### src/rtl/gp_params.svh
// Purpose: Named constants of the pin mode and lock block
// Assumes: Byte addresses on a 32-bit register bus
// Notes:   Definitions only
`ifndef GP_PARAMS_SVH
`define GP_PARAMS_SVH

`define GP_NUM_PINS        16
`define GP_PINS_PER_REG    8
`define GP_MODE_W          4
`define GP_ADDR_W          12

`define GP_OFF_CTRL        12'h000
`define GP_OFF_MODE_LOW    12'h004
`define GP_OFF_MODE_HIGH   12'h008
`define GP_OFF_DOUT        12'h00C
`define GP_OFF_PIN_IN      12'h010
`define GP_OFF_PIN_LOCK    12'h014
`define GP_OFF_IRQ_SEL_LOW 12'h100
`define GP_OFF_IRQ_SEL_HI  12'h104
`define GP_OFF_DBG_ROUTE   12'h120
`define GP_OFF_IN_SENSE    12'h124
`define GP_OFF_LOCK        12'h128

`define GP_RST_CTRL        2'h0
`define GP_RST_MODE        32'h00000000
`define GP_RST_DOUT        16'h0000
`define GP_RST_PIN_LOCK    16'hFFFF
`define GP_RST_IRQ_SEL     32'h00000000
`define GP_RST_DBG_ROUTE   2'h3
`define GP_RST_IN_SENSE    2'h3
`define GP_RST_LOCK_KEY    16'h0000

`define GP_UNLOCK_CODE     16'hA534
`define GP_CTRL_W          2
`define GP_INS_INT_BIT     0
`define GP_INS_RFX_BIT     1
`define GP_DBG_CLK_BIT     0
`define GP_DBG_DATA_BIT    1

`define GP_MODE_DISABLED   4'h0
`define GP_MODE_IN_PF      4'h3
`define GP_MODE_PP         4'h4
`define GP_MODE_PP_ALT     4'h5
`define GP_MODE_OS         4'h6
`define GP_MODE_OS_PD      4'h7
`define GP_OD_FILT_BIT     0
`define GP_OD_PU_BIT       1
`define GP_OD_ALT_BIT      2
`define GP_OD_FLAG_BIT     3

`define GP_RESP_OKAY       2'h0
`define GP_RESP_SLVERR     2'h2

`endif

### src/rtl/gp_pkg.sv
// Purpose: Types shared by the pin mode and lock block
// Assumes: Nothing beyond the constants header
// Notes:   One pad control word per pin
package gp_pkg;

    typedef struct packed {
        logic in_en;
        logic drv_oe;
        logic drv_out;
        logic pull_up;
        logic pull_dn;
        logic filt_en;
        logic alt_drv;
    } gp_pad_t;

    typedef enum logic [1:0] {
        GP_RD_IDLE,
        GP_RD_RESP
    } gp_rd_state_t;

endpackage

### src/rtl/gp_pin_sync.sv
// Purpose: Two-stage synchroniser for pad inputs
// Assumes: Pins change with no relation to aclk
// Notes:   First stage is read by the second only
`timescale 1ns/1ns
module gp_pin_sync #(
    parameter int WIDTH = 16
) (
    input  wire logic             aclk,
    input  wire logic             aresetn,
    input  wire logic [WIDTH-1:0] async_in,
    output logic      [WIDTH-1:0] sync_out
);

    logic [WIDTH-1:0] meta_ff;
    logic [WIDTH-1:0] sync_ff;

    always_ff @(posedge aclk) begin
        if (!aresetn) begin
            meta_ff <= '0;
            sync_ff <= '0;
        end else begin
            meta_ff <= async_in;
            sync_ff <= meta_ff;
        end
    end

    assign sync_out = sync_ff;

endmodule

### src/rtl/gp_port_cfg.sv
// Purpose: Pin mode decode, pad control and config lock of a GPIO port
// Assumes: AXI4-Lite register access, one clock, synchronous low reset
// Notes:   Pad controls are registered, one cycle behind the mode registers
//
// The AXI4-Lite register port was chosen for this implementation.
`timescale 1ns/1ns
`include "gp_params.svh"
module gp_port_cfg
    import gp_pkg::*;
(
    input  wire logic                            aclk,
    input  wire logic                            aresetn,
    input  wire logic [`GP_ADDR_W-1:0]           s_axi_awaddr,
    input  wire logic                            s_axi_awvalid,
    output logic                                 s_axi_awready,
    input  wire logic [31:0]                     s_axi_wdata,
    input  wire logic [3:0]                      s_axi_wstrb,
    input  wire logic                            s_axi_wvalid,
    output logic                                 s_axi_wready,
    output logic [1:0]                           s_axi_bresp,
    output logic                                 s_axi_bvalid,
    input  wire logic                            s_axi_bready,
    input  wire logic [`GP_ADDR_W-1:0]           s_axi_araddr,
    input  wire logic                            s_axi_arvalid,
    output logic                                 s_axi_arready,
    output logic [31:0]                          s_axi_rdata,
    output logic [1:0]                           s_axi_rresp,
    output logic                                 s_axi_rvalid,
    input  wire logic                            s_axi_rready,
    input  wire logic [`GP_NUM_PINS-1:0]         pin_in,
    output gp_pad_t [`GP_NUM_PINS-1:0]           pad_ctrl,
    output logic [`GP_CTRL_W-1:0]                alt_strength_sel,
    output logic [`GP_NUM_PINS-1:0]              irq_sense,
    output logic [`GP_NUM_PINS-1:0]              reflex_sense,
    output logic                                 debug_clk_pin_en,
    output logic                                 debug_data_pin_en
);

    localparam int NP = `GP_NUM_PINS;
    localparam int MW = `GP_MODE_W;
    localparam int PR = `GP_PINS_PER_REG;

    // Bus side state
    logic                     aw_got_ff;
    logic                     w_got_ff;
    logic [`GP_ADDR_W-1:0]    aw_addr_ff;
    logic [31:0]              wdata_ff;
    logic [3:0]               wstrb_ff;
    logic                     awready_ff;
    logic                     wready_ff;
    logic                     bvalid_ff;
    logic [1:0]               bresp_ff;
    gp_rd_state_t             rd_state_ff;
    logic                     arready_ff;
    logic                     rvalid_ff;
    logic [31:0]              rdata_ff;
    logic [1:0]               rresp_ff;
    logic                     nxt_aw_got;
    logic                     nxt_w_got;
    logic                     nxt_bvalid;
    logic                     do_wr;

    // Configuration state
    logic [`GP_CTRL_W-1:0]    ctrl_ff;
    logic [NP*MW-1:0]         mode_ff;
    logic [NP-1:0]            dout_ff;
    logic [NP-1:0]            pin_lock_ff;
    logic [31:0]              irq_sel_low_ff;
    logic [31:0]              irq_sel_high_ff;
    logic [1:0]               dbg_route_ff;
    logic [1:0]               in_sense_ff;
    logic                     locked_ff;

    // Pad side
    logic [NP-1:0]            pin_sync;
    gp_pad_t [NP-1:0]         pad_ff;
    logic [NP-1:0]            irq_sense_ff;
    logic [NP-1:0]            reflex_sense_ff;
    logic [NP-1:0]            in_en_vec;
    logic [31:0]              wr_merged;

    gp_pin_sync #(
        .WIDTH    (NP)
    ) u_sync (
        .aclk     (aclk),
        .aresetn  (aresetn),
        .async_in (pin_in),
        .sync_out (pin_sync)
    );

    function automatic logic [31:0] strb_merge(input logic [31:0] old_val,
                                               input logic [31:0] new_val,
                                               input logic [3:0]  strb);
        logic [31:0] res;
        res = old_val;
        for (int b = 0; b < 4; b++) begin
            if (strb[b]) begin
                res[b*8 +: 8] = new_val[b*8 +: 8];
            end
        end
        return res;
    endfunction

    // Pins whose lock-mask bit is clear keep their mode field
    function automatic logic [31:0] pin_guard(input logic [31:0]   old_val,
                                              input logic [31:0]   new_val,
                                              input logic [PR-1:0] allow);
        logic [31:0] res;
        res = old_val;
        for (int p = 0; p < PR; p++) begin
            if (allow[p]) begin
                res[p*MW +: MW] = new_val[p*MW +: MW];
            end
        end
        return res;
    endfunction

    function automatic logic addr_ok(input logic [`GP_ADDR_W-1:0] a);
        return (a == `GP_OFF_CTRL) || (a == `GP_OFF_MODE_LOW) || (a == `GP_OFF_MODE_HIGH)
            || (a == `GP_OFF_DOUT) || (a == `GP_OFF_PIN_IN) || (a == `GP_OFF_PIN_LOCK)
            || (a == `GP_OFF_IRQ_SEL_LOW) || (a == `GP_OFF_IRQ_SEL_HI)
            || (a == `GP_OFF_DBG_ROUTE) || (a == `GP_OFF_IN_SENSE) || (a == `GP_OFF_LOCK);
    endfunction

    // Current register contents, shared by reads and the write merge
    function automatic logic [31:0] reg_value(input logic [`GP_ADDR_W-1:0] a);
        logic [31:0] v;
        v = '0;
        if (a == `GP_OFF_CTRL) begin
            v[`GP_CTRL_W-1:0] = ctrl_ff;
        end else if (a == `GP_OFF_MODE_LOW) begin
            v = mode_ff[31:0];
        end else if (a == `GP_OFF_MODE_HIGH) begin
            v = mode_ff[63:32];
        end else if (a == `GP_OFF_DOUT) begin
            v[NP-1:0] = dout_ff;
        end else if (a == `GP_OFF_PIN_IN) begin
            v[NP-1:0] = pin_sync;
        end else if (a == `GP_OFF_PIN_LOCK) begin
            v[NP-1:0] = pin_lock_ff;
        end else if (a == `GP_OFF_IRQ_SEL_LOW) begin
            v = irq_sel_low_ff;
        end else if (a == `GP_OFF_IRQ_SEL_HI) begin
            v = irq_sel_high_ff;
        end else if (a == `GP_OFF_DBG_ROUTE) begin
            v[1:0] = dbg_route_ff;
        end else if (a == `GP_OFF_IN_SENSE) begin
            v[1:0] = in_sense_ff;
        end else if (a == `GP_OFF_LOCK) begin
            v[0] = locked_ff;
        end
        return v;
    endfunction

    function automatic gp_pad_t decode_mode(input logic [MW-1:0] m, input logic d);
        gp_pad_t p;
        p = '0;
        p.in_en = (m != `GP_MODE_DISABLED);
        case (m)
            `GP_MODE_IN_PF: begin
                p.filt_en = 1'b1;
                p.pull_up = d;
                p.pull_dn = !d;
            end
            `GP_MODE_PP, `GP_MODE_PP_ALT: begin
                p.drv_oe  = 1'b1;
                p.drv_out = d;
                p.alt_drv = (m == `GP_MODE_PP_ALT);
            end
            `GP_MODE_OS, `GP_MODE_OS_PD: begin
                // Wired-OR: drive only the high level
                p.drv_oe  = d;
                p.drv_out = 1'b1;
                p.pull_dn = (m == `GP_MODE_OS_PD);
            end
            default: begin
                if (m[`GP_OD_FLAG_BIT]) begin
                    // Wired-AND: drive only the low level
                    p.drv_oe  = !d;
                    p.drv_out = 1'b0;
                    p.filt_en = m[`GP_OD_FILT_BIT];
                    p.pull_up = m[`GP_OD_PU_BIT];
                    p.alt_drv = m[`GP_OD_ALT_BIT];
                end
            end
        endcase
        return p;
    endfunction

    // Write channel acceptance, either order
    always_comb begin
        do_wr      = aw_got_ff && w_got_ff && !bvalid_ff;
        nxt_aw_got = aw_got_ff;
        nxt_w_got  = w_got_ff;
        nxt_bvalid = bvalid_ff;
        if (s_axi_awvalid && awready_ff) begin
            nxt_aw_got = 1'b1;
        end
        if (s_axi_wvalid && wready_ff) begin
            nxt_w_got = 1'b1;
        end
        if (do_wr) begin
            nxt_aw_got = 1'b0;
            nxt_w_got  = 1'b0;
            nxt_bvalid = 1'b1;
        end else if (bvalid_ff && s_axi_bready) begin
            nxt_bvalid = 1'b0;
        end
    end

    always_ff @(posedge aclk) begin
        if (!aresetn) begin
            aw_got_ff  <= 1'b0;
            w_got_ff   <= 1'b0;
            bvalid_ff  <= 1'b0;
            awready_ff <= 1'b0;
            wready_ff  <= 1'b0;
            bresp_ff   <= `GP_RESP_OKAY;
            aw_addr_ff <= '0;
            wdata_ff   <= '0;
            wstrb_ff   <= '0;
        end else begin
            aw_got_ff  <= nxt_aw_got;
            w_got_ff   <= nxt_w_got;
            bvalid_ff  <= nxt_bvalid;
            // No new write is taken until the response is gone
            awready_ff <= !nxt_aw_got && !nxt_bvalid;
            wready_ff  <= !nxt_w_got && !nxt_bvalid;
            if (s_axi_awvalid && awready_ff) begin
                aw_addr_ff <= s_axi_awaddr;
            end
            if (s_axi_wvalid && wready_ff) begin
                wdata_ff <= s_axi_wdata;
                wstrb_ff <= s_axi_wstrb;
            end
            if (do_wr) begin
                bresp_ff <= addr_ok(aw_addr_ff) ? `GP_RESP_OKAY : `GP_RESP_SLVERR;
            end
        end
    end

    assign wr_merged = strb_merge(reg_value(aw_addr_ff), wdata_ff, wstrb_ff);

    // Protected configuration
    always_ff @(posedge aclk) begin
        if (!aresetn) begin
            ctrl_ff         <= `GP_RST_CTRL;
            mode_ff         <= {`GP_RST_MODE, `GP_RST_MODE};
            pin_lock_ff     <= `GP_RST_PIN_LOCK;
            irq_sel_low_ff  <= `GP_RST_IRQ_SEL;
            irq_sel_high_ff <= `GP_RST_IRQ_SEL;
            dbg_route_ff    <= `GP_RST_DBG_ROUTE;
            in_sense_ff     <= `GP_RST_IN_SENSE;
        end else if (do_wr && !locked_ff) begin
            if (aw_addr_ff == `GP_OFF_CTRL) begin
                ctrl_ff <= wr_merged[`GP_CTRL_W-1:0];
            end else if (aw_addr_ff == `GP_OFF_MODE_LOW) begin
                mode_ff[31:0] <= pin_guard(mode_ff[31:0], wr_merged, pin_lock_ff[PR-1:0]);
            end else if (aw_addr_ff == `GP_OFF_MODE_HIGH) begin
                mode_ff[63:32] <= pin_guard(mode_ff[63:32], wr_merged, pin_lock_ff[NP-1:PR]);
            end else if (aw_addr_ff == `GP_OFF_PIN_LOCK) begin
                // Mask bits only clear; reset is the way back
                pin_lock_ff <= pin_lock_ff & wr_merged[NP-1:0];
            end else if (aw_addr_ff == `GP_OFF_IRQ_SEL_LOW) begin
                irq_sel_low_ff <= wr_merged;
            end else if (aw_addr_ff == `GP_OFF_IRQ_SEL_HI) begin
                irq_sel_high_ff <= wr_merged;
            end else if (aw_addr_ff == `GP_OFF_DBG_ROUTE) begin
                dbg_route_ff <= wr_merged[1:0];
            end else if (aw_addr_ff == `GP_OFF_IN_SENSE) begin
                in_sense_ff <= wr_merged[1:0];
            end
        end
    end

    // Data-out stays writable under the lock
    always_ff @(posedge aclk) begin
        if (!aresetn) begin
            dout_ff <= `GP_RST_DOUT;
        end else if (do_wr && aw_addr_ff == `GP_OFF_DOUT) begin
            dout_ff <= wr_merged[NP-1:0];
        end
    end

    // Lock key, never itself locked
    always_ff @(posedge aclk) begin
        if (!aresetn) begin
            locked_ff   <= 1'b0;
        end else if (do_wr && aw_addr_ff == `GP_OFF_LOCK) begin
            locked_ff   <= (wr_merged[15:0] != `GP_UNLOCK_CODE);
        end
    end

    // Read channel
    always_ff @(posedge aclk) begin
        if (!aresetn) begin
            rd_state_ff <= GP_RD_IDLE;
            arready_ff  <= 1'b0;
            rvalid_ff   <= 1'b0;
            rdata_ff    <= '0;
            rresp_ff    <= `GP_RESP_OKAY;
        end else begin
            case (rd_state_ff)
                GP_RD_IDLE: begin
                    arready_ff <= 1'b1;
                    if (s_axi_arvalid && arready_ff) begin
                        rd_state_ff <= GP_RD_RESP;
                        arready_ff  <= 1'b0;
                        rvalid_ff   <= 1'b1;
                        rdata_ff    <= reg_value(s_axi_araddr);
                        rresp_ff    <= addr_ok(s_axi_araddr) ? `GP_RESP_OKAY
                                                             : `GP_RESP_SLVERR;
                    end
                end
                GP_RD_RESP: begin
                    if (s_axi_rready) begin
                        rd_state_ff <= GP_RD_IDLE;
                        rvalid_ff   <= 1'b0;
                        arready_ff  <= 1'b1;
                    end
                end
                default: begin
                    rd_state_ff <= GP_RD_IDLE;
                end
            endcase
        end
    end

    // Pad controls and sensing
    always_comb begin
        for (int i = 0; i < NP; i++) begin
            in_en_vec[i] = pad_ff[i].in_en;
        end
    end

    always_ff @(posedge aclk) begin
        if (!aresetn) begin
            pad_ff          <= '0;
            irq_sense_ff    <= '0;
            reflex_sense_ff <= '0;
        end else begin
            for (int i = 0; i < NP; i++) begin
                pad_ff[i] <= decode_mode(mode_ff[i*MW +: MW], dout_ff[i]);
            end
            // Disabled pins never reach the sense paths
            irq_sense_ff    <= pin_sync & in_en_vec & {NP{in_sense_ff[`GP_INS_INT_BIT]}};
            reflex_sense_ff <= pin_sync & in_en_vec & {NP{in_sense_ff[`GP_INS_RFX_BIT]}};
        end
    end

    assign s_axi_awready     = awready_ff;
    assign s_axi_wready      = wready_ff;
    assign s_axi_bvalid      = bvalid_ff;
    assign s_axi_bresp       = bresp_ff;
    assign s_axi_arready     = arready_ff;
    assign s_axi_rvalid      = rvalid_ff;
    assign s_axi_rdata       = rdata_ff;
    assign s_axi_rresp       = rresp_ff;
    assign pad_ctrl          = pad_ff;
    assign alt_strength_sel  = ctrl_ff;
    assign irq_sense         = irq_sense_ff;
    assign reflex_sense      = reflex_sense_ff;
    assign debug_clk_pin_en  = dbg_route_ff[`GP_DBG_CLK_BIT];
    assign debug_data_pin_en = dbg_route_ff[`GP_DBG_DATA_BIT];

endmodule

### config.mk
export PLATFORM = sky130hd
export DESIGN_NAME = gp_port_cfg
export DESIGN_NICKNAME = d
export VERILOG_FILES = /design/src/rtl/gp_pkg.sv /design/src/rtl/gp_pin_sync.sv /design/src/rtl/gp_port_cfg.sv
export VERILOG_INCLUDE_DIRS = /design/src /design/src/rtl
export SDC_FILE = /design/constraint.sdc
export NUM_CORES = 1
export LEC_CHECK = 0
export BUFFER_PORTS_ARGS = -buffer_cell sky130_fd_sc_hd__buf_2
export CAP_MARGIN = 30
export CORE_MARGIN = 1.5
export CORE_UTILIZATION = 52
export DETAILED_ROUTE_END_ITERATION = 10
export PLACE_DENSITY = 0.76
export SKIP_LAST_GASP = 1
export SYNTH_ARGS = -nofsm -noshare
export SYNTH_HDL_FRONTEND = slang
export SYNTH_HIERARCHICAL = 1
export SYNTH_SLANG_ARGS = --single-unit
### constraint.sdc
create_clock -name aclk -period 2.5 [get_ports aclk]
set_input_delay 0 -clock aclk [delete_from_list [all_inputs] [get_ports aclk]]
set_output_delay 0 -clock aclk [all_outputs]
set_load 0.05 [all_outputs]
; ---- Yosys cells after proc, flatten, opt, wreduce, memory -nomap -nowiden
; Index checks and enable logic that the tools add are counted.
[classes]
n_eq_ne = 104
n_mux = 167
bitwise = 11
reduce_logical = 162
[ops]
columns = operator, n
row1 = $eq 4x3->1 const B, 64
row2 = $mux 16, 12
row3 = $mux 32, 6
row4 = $pmux 1 s2, 66
row5 = $eq 12x9->1 const B, 10
row6 = $mux 30, 4
row7 = $pmux 2 s3, 16
row8 = $and 16x16->16, 4
row9 = $eq 4x2->1 const B, 16
row10 = $reduce_bool 4->1, 16
row11 = $reduce_or 2->1, 32
row12 = $reduce_or 4->1, 16
row13 = $mux 2, 26
row14 = $eq 12x4->1 const B, 4
row15 = $eq 12x5->1 const B, 4
row16 = $mux 3, 16
row17 = $reduce_or 3->1, 16
row18 = $reduce_and 5->1, 9
row19 = $mux 8, 4
row20 = $reduce_and 4->1, 8
row21 = $eq 12x3->1 const B, 2
row22 = $logic_not 12->1, 2
row23 = $logic_not 1->1, 21
row24 = $logic_or 1x1->1, 20
row25 = other kinds (15), 50
[totals]
ff_bits = 436
in_bits = 83
out_inout_bits = 189
word_cells = 598

; ---- Depth between registers and ports, before layout
[depth]
word_depth = 14
ltp_mapped = 12
ltp_nobuf = 8

; ---- Modules after synthesis
; Netlist, hierarchy kept.
[by_module_without_submodules]
columns = module, instances, cells_per_inst, area_each_um2, seq_area_each_um2
row1 = gp_port_cfg, 1, 2125, 17774.5, 8007.7
row2 = gp_pin_sync, 1, 67, 895.9, 640.6

; ---- Worst setup path after synthesis
; No wires, ideal clock.
[synth_timing]
kind = flip-flop to flip-flop
startpoint = reg aw_addr_ff[5]
endpoint = reg locked_ff
setup_time_ns = 0.131
arrival_ns = 2.593
required_time_ns = 2.369
setup_slack_ns = -0.223
path_stages_with_launch = 12
n_path_buf = 3
period_less_slack_ns = 2.723
cell_sequence = dfxtp_1 > buf_6 > or4_4 > buf_6 > or4_4 > buf_6 > o22ai_2 > a211o_2 > a32oi_4 > nand2b_4 > nor4bb_1 > a31oi_1
[synth_between]
elab_chain_cells = 14
elab_cells_between_ends = 29
cone_classes = eq/ne: 11 / mux: 16 / reduce/logical: 2
[synth_lines]
columns = element, line_no
row1 = from (decl), gp_port_cfg.sv:46  ; logic [`GP_ADDR_W-1:0] aw_addr_ff;
row2 = from (signal assigned), gp_port_cfg.sv:230  ; aw_addr_ff <= s_axi_awaddr;
row3 = $eq 12x9->1 (no source line), -
row4 = $mux 1, gp_port_cfg.sv:149  ; end else if (a == `GP_OFF_LOCK) begin
row5 = $mux 1, gp_port_cfg.sv:147  ; end else if (a == `GP_OFF_IN_SENSE) begin
row6 = $mux 2, gp_port_cfg.sv:145  ; end else if (a == `GP_OFF_DBG_ROUTE) begin
row7 = $mux 2, gp_port_cfg.sv:143  ; end else if (a == `GP_OFF_IRQ_SEL_HI) begin
row8 = $mux 32, gp_port_cfg.sv:141  ; end else if (a == `GP_OFF_IRQ_SEL_LOW) begin
row9 = $mux 16, gp_port_cfg.sv:139  ; end else if (a == `GP_OFF_PIN_LOCK) begin
row10 = $mux 16, gp_port_cfg.sv:137  ; end else if (a == `GP_OFF_PIN_IN) begin
row11 = $mux 16, gp_port_cfg.sv:135  ; end else if (a == `GP_OFF_DOUT) begin
row12 = $mux 32, gp_port_cfg.sv:133  ; end else if (a == `GP_OFF_MODE_HIGH) begin
row13 = $mux 32, gp_port_cfg.sv:131  ; end else if (a == `GP_OFF_MODE_LOW) begin
row14 = $mux 2, gp_port_cfg.sv:129  ; if (a == `GP_OFF_CTRL) begin
row15 = $mux 8, gp_port_cfg.sv:97  ; if (strb[b]) begin
row16 = $ne 16x16->1 (no source line), -
row17 = to (signal assigned), gp_port_cfg.sv:290  ; locked_ff <= (wr_merged[15:0] != `GP_UNLOCK_CODE);
row18 = to (decl), gp_port_cfg.sv:72  ; logic locked_ff;
; Parallel ways exist; a longest one is shown, timed or not.
; A chain may end at the register's enable or synchronous reset.

; ---- Final worst setup path
[layout_timing]
startpoint = reg aw_addr_ff[4]
endpoint = reg locked_ff
; The elaborated chain is that of the path after synthesis.

==> results by group <==
Run status
  – Status: finished, violations left
  – Failing checks: setup timing

Floorplan
  – Rows: 69
  – Io pins: 272
  – Initial Util: 0.526
  – Die X: 192 um
  – Die area: 37100 sq um
  – Core area: 35500 sq um
  – Die height: 192 um

Setup path
  – Crit path capture type: flip-flop
  – Crit path from: aw_addr_ff[4]
  – CP Buf/Inv Count: 1
  – Ordered cell list for the critical path: or4_4 -> or4_4 -> buf_4 -> o221ai_2 -> a21o_1 -> a21oi_4 -> nor4b_4 -> nor4bb_4 -> a31oi_1
  – Launching point of the worst reg2reg path: aw_addr_ff[4]
  – Slowest CP cell: or4_4
  – Critical path fanouts, max: 2
  – Critical path's most frequent cell: or4_4
  – Critical path class: flip-flop to flip-flop
  – Top Family by Delay on Critical Path: simple AND/OR/NAND/NOR gates
  – Slowest stage delay, CP: 0.59 ns
  – Critical path arrival: 3.24 ns
  – Required @ worst endpoint: 2.94 ns
  – Startpoint Class: flip-flop

Detailed routing
  – Drt pass-1 iters: 7
  – Total Wirelength: 71000 um
  – Antenna-violating nets left: 0
  – DR vias/cell: 5.99
  – Iter 0 DRT Violations: 2447
  – DRC: 0
  – Via count: 18900
  – Routed length per instance: 22.5 um

Place
  – PortBufs: 269
  – GPL Wtd Cong: 1.00
  – Post-Place Worst Slack: -0.290 ns
  – Dpl hpwl: 48800 um

Power and ir drop
  – Max VDD drop: 735 uV
  – PwrDens: 615 nW/um^2
  – P_leak: 10.3 nW
  – Total Power: 15.6 mW

Synth
  – Post-synth EDFFs: 0
  – Gate Count Post-Synth: 2192
  – Cell variety after synth: 87
  – #FFs+latches synth: 432
  – Asr flop ratio synth: 0
  – Syn_area_per_cell: 8.52 sq um
  – Mapped Area: 18700 sq um
  – Synth Flop Type: dfxtp_1
  – Ys Warns: 6
  – Post-synthesis sequential area ratio: 0.463

Global routing
  – Total Routing Usage GR: 0.367
  – Vias in the first global route: 17500
  – Largest net degree at the start of global routing: 114
  – Total gr overflow: 0
  – Initial antenna violation count: 1
  – First-pass GRT wire length: 103000 um

Timing
  – RSZ-0062 raised after global routing: yes
  – Final hold vios: 0
  – Setup_tns: -19.72 ns
  – Final Hold Slack: 0.0269 ns
  – Period utilisation layout: 1.12
  – Fin crit period: 2.80 ns
  – Setup ws final: -0.299 ns
  – Worst-Margin Slew: 0.812 ns
  – Fin. max-slew vios: 0
  – F_max: 0.357 GHz
  – Slew Limit Headroom: 0.458
  – Clock Skew: 0.0208 ns
  – Endpoints failing setup: 157

Clock tree
  – CTS sink cnt: 432
  – H-tree levels: 2
  – Clock buffer count from CTS: 44
  – Bufs on Longest Clock Path: 3
  – TritonCTS clock tree: built
  – Worst-Skew Late Latency: 0.58 ns
  – Clock-pin transition on the worst setup and hold timing paths: 0.06 ns
  – Root Driver: clkbuf_16

Flow run
  – Max_cap viols: 0

Cells and area
  – Share of cells above drive strength 1: 0.301
  – Layout Area Growth over Synthesis: 36.1%
  – Commonest non-fill, non-tap cells in the layout: nand2_1, dfxtp_1, buf_2
  – Filler instances: 2670
  – Nets: 2739
  – Most common cell after layout, fill and taps aside: nand2_1

Min path
  – Min-Delay Path Class: primary input to flip-flop
  – Worst hold start: s_axi_awvalid
## repair_timing
| action | CTS | global route |
|---|---|---|
| hold buffers | 72 | 0 |
| cloned | 3 | 6 |
| gates resized for setup | 110 | 223 |
| endpoints found under the setup margin | 159 | 166 |
| pin swaps | 29 | 96 |
| setup buffers | 24 | 27 |
| hold endpoints to repair | 73 | 0 |
## final timing paths
kind,end,slack [ns],cells after the start
worst max-delay path,locked_ff,-0.30,9
worst min-delay path,aw_addr_ff[1],0.03,4
worst max register to register,locked_ff,-0.30,9
worst min register to register,u_sync/sync_out[11],0.44,1
## cell type report
class | count | area [sq um] | share of cell area
well taps | 461 | 577 | 0.0227
multi-input cells | 1549 | 9840 | 0.387
clock inverters | 25 | 330 | 0.0130
clock buffers | 56 | 1230 | 0.0482
inverters | 34 | 128 | 0.00502
diodes | 1 | 2.50 | 0.0000984
flip-flops and latches | 432 | 8650 | 0.340
repair buffers | 595 | 4670 | 0.184
## report_power, final
group | total [mW] | leakage [nW] | internal, mW | switching (mW)
clock network | 7.07 | 0.767 | 4.21 | 2.86
logic | 1.53 | 6.05 | 0.708 | 0.819
registers | 7.04 | 3.49 | 6.95 | 0.0860
total | 15.6 | 10.3 | 11.9 | 3.76
## flip-flops by register name, indices dropped and copies added, names as in the netlist, 32 cells and up
register and count:
mode_ff 64, wdata_ff 32, irq_sel_low_ff 32, irq_sel_high_ff 32, s_axi_rdata 32, pad_ctrl 112
## tightest hold or removal path: stages
cell      delay [ns]
buf_2           0.09
nand2_1         0.24
nand2_1         0.14
a21boi_0        0.06
## cells in the mapped netlist (4+ instances only)
library cell  instances  area [sq um]
a21oi_1              57           285
dfxtp_1             432          8650
a22oi_1              29           218
o21ai_1               7          35.0
nor4_4                4          85.1
a222oi_1             45           450
nor4bb_1              8          80.1
clkbuf_2              4          20.0
o21bai_1             13          97.6
o211ai_1             15           113
o31ai_1               4          30.0
nor2b_1              48           300
nand4b_1              7          61.3
a221oi_1              8          70.1
mux2i_1              50           500
a221o_1               9          90.1
nand4_1               5          31.3
nor3_1               19          95.1
a32oi_1               5          43.8
nor3_2                6          60.1
nand3_1              56           280
and2_1               60           375
inv_1                34           128
o41a_1               16           180
buf_4                 6          45.0
a21boi_0            170          1280
nor2_1              125           469
and2_2               32           240
mux2_2               18           203
nor4b_1               5          43.8
clkbuf_1            141           529
buf_6                 5          56.3
a21o_1                4          30.0
a31oi_1               7          43.8
buf_2                19          95.1
nor4_1               12          75.1
and3_1               17           106
a21boi_1              7          52.6
o21ai_0             108           541
nand2_1             495          1860
## cells by family after synthesis
group	after synthesis	share of synthesized area
other	1	0.000201
AO/OA/AOI/OAI	543	0.212
AND/OR/NAND/NOR	936	0.240
flip-flops	432	0.463
buffers and inverters	212	0.0474
multiplexers	68	0.0377
## metal layers
metal  part of all wire  global-route usage
met1               0.42               0.512
met2               0.44               0.557
met3               0.11              0.0769
met4              0.035               0.135
met5                  0                   0
## metrics by stage
stage,instance area (sq um),util,std cells
2_1_floorplan,18700,-,2193
3_3_place_gp,21700,0.611,2944
3_5_place_dp,21700,0.611,2944
4_1_cts,24600,0.692,3123
5_1_grt,25400,0.716,3152
6_report,25400,0.716,3153
Power figures use the tool's default switching activity.
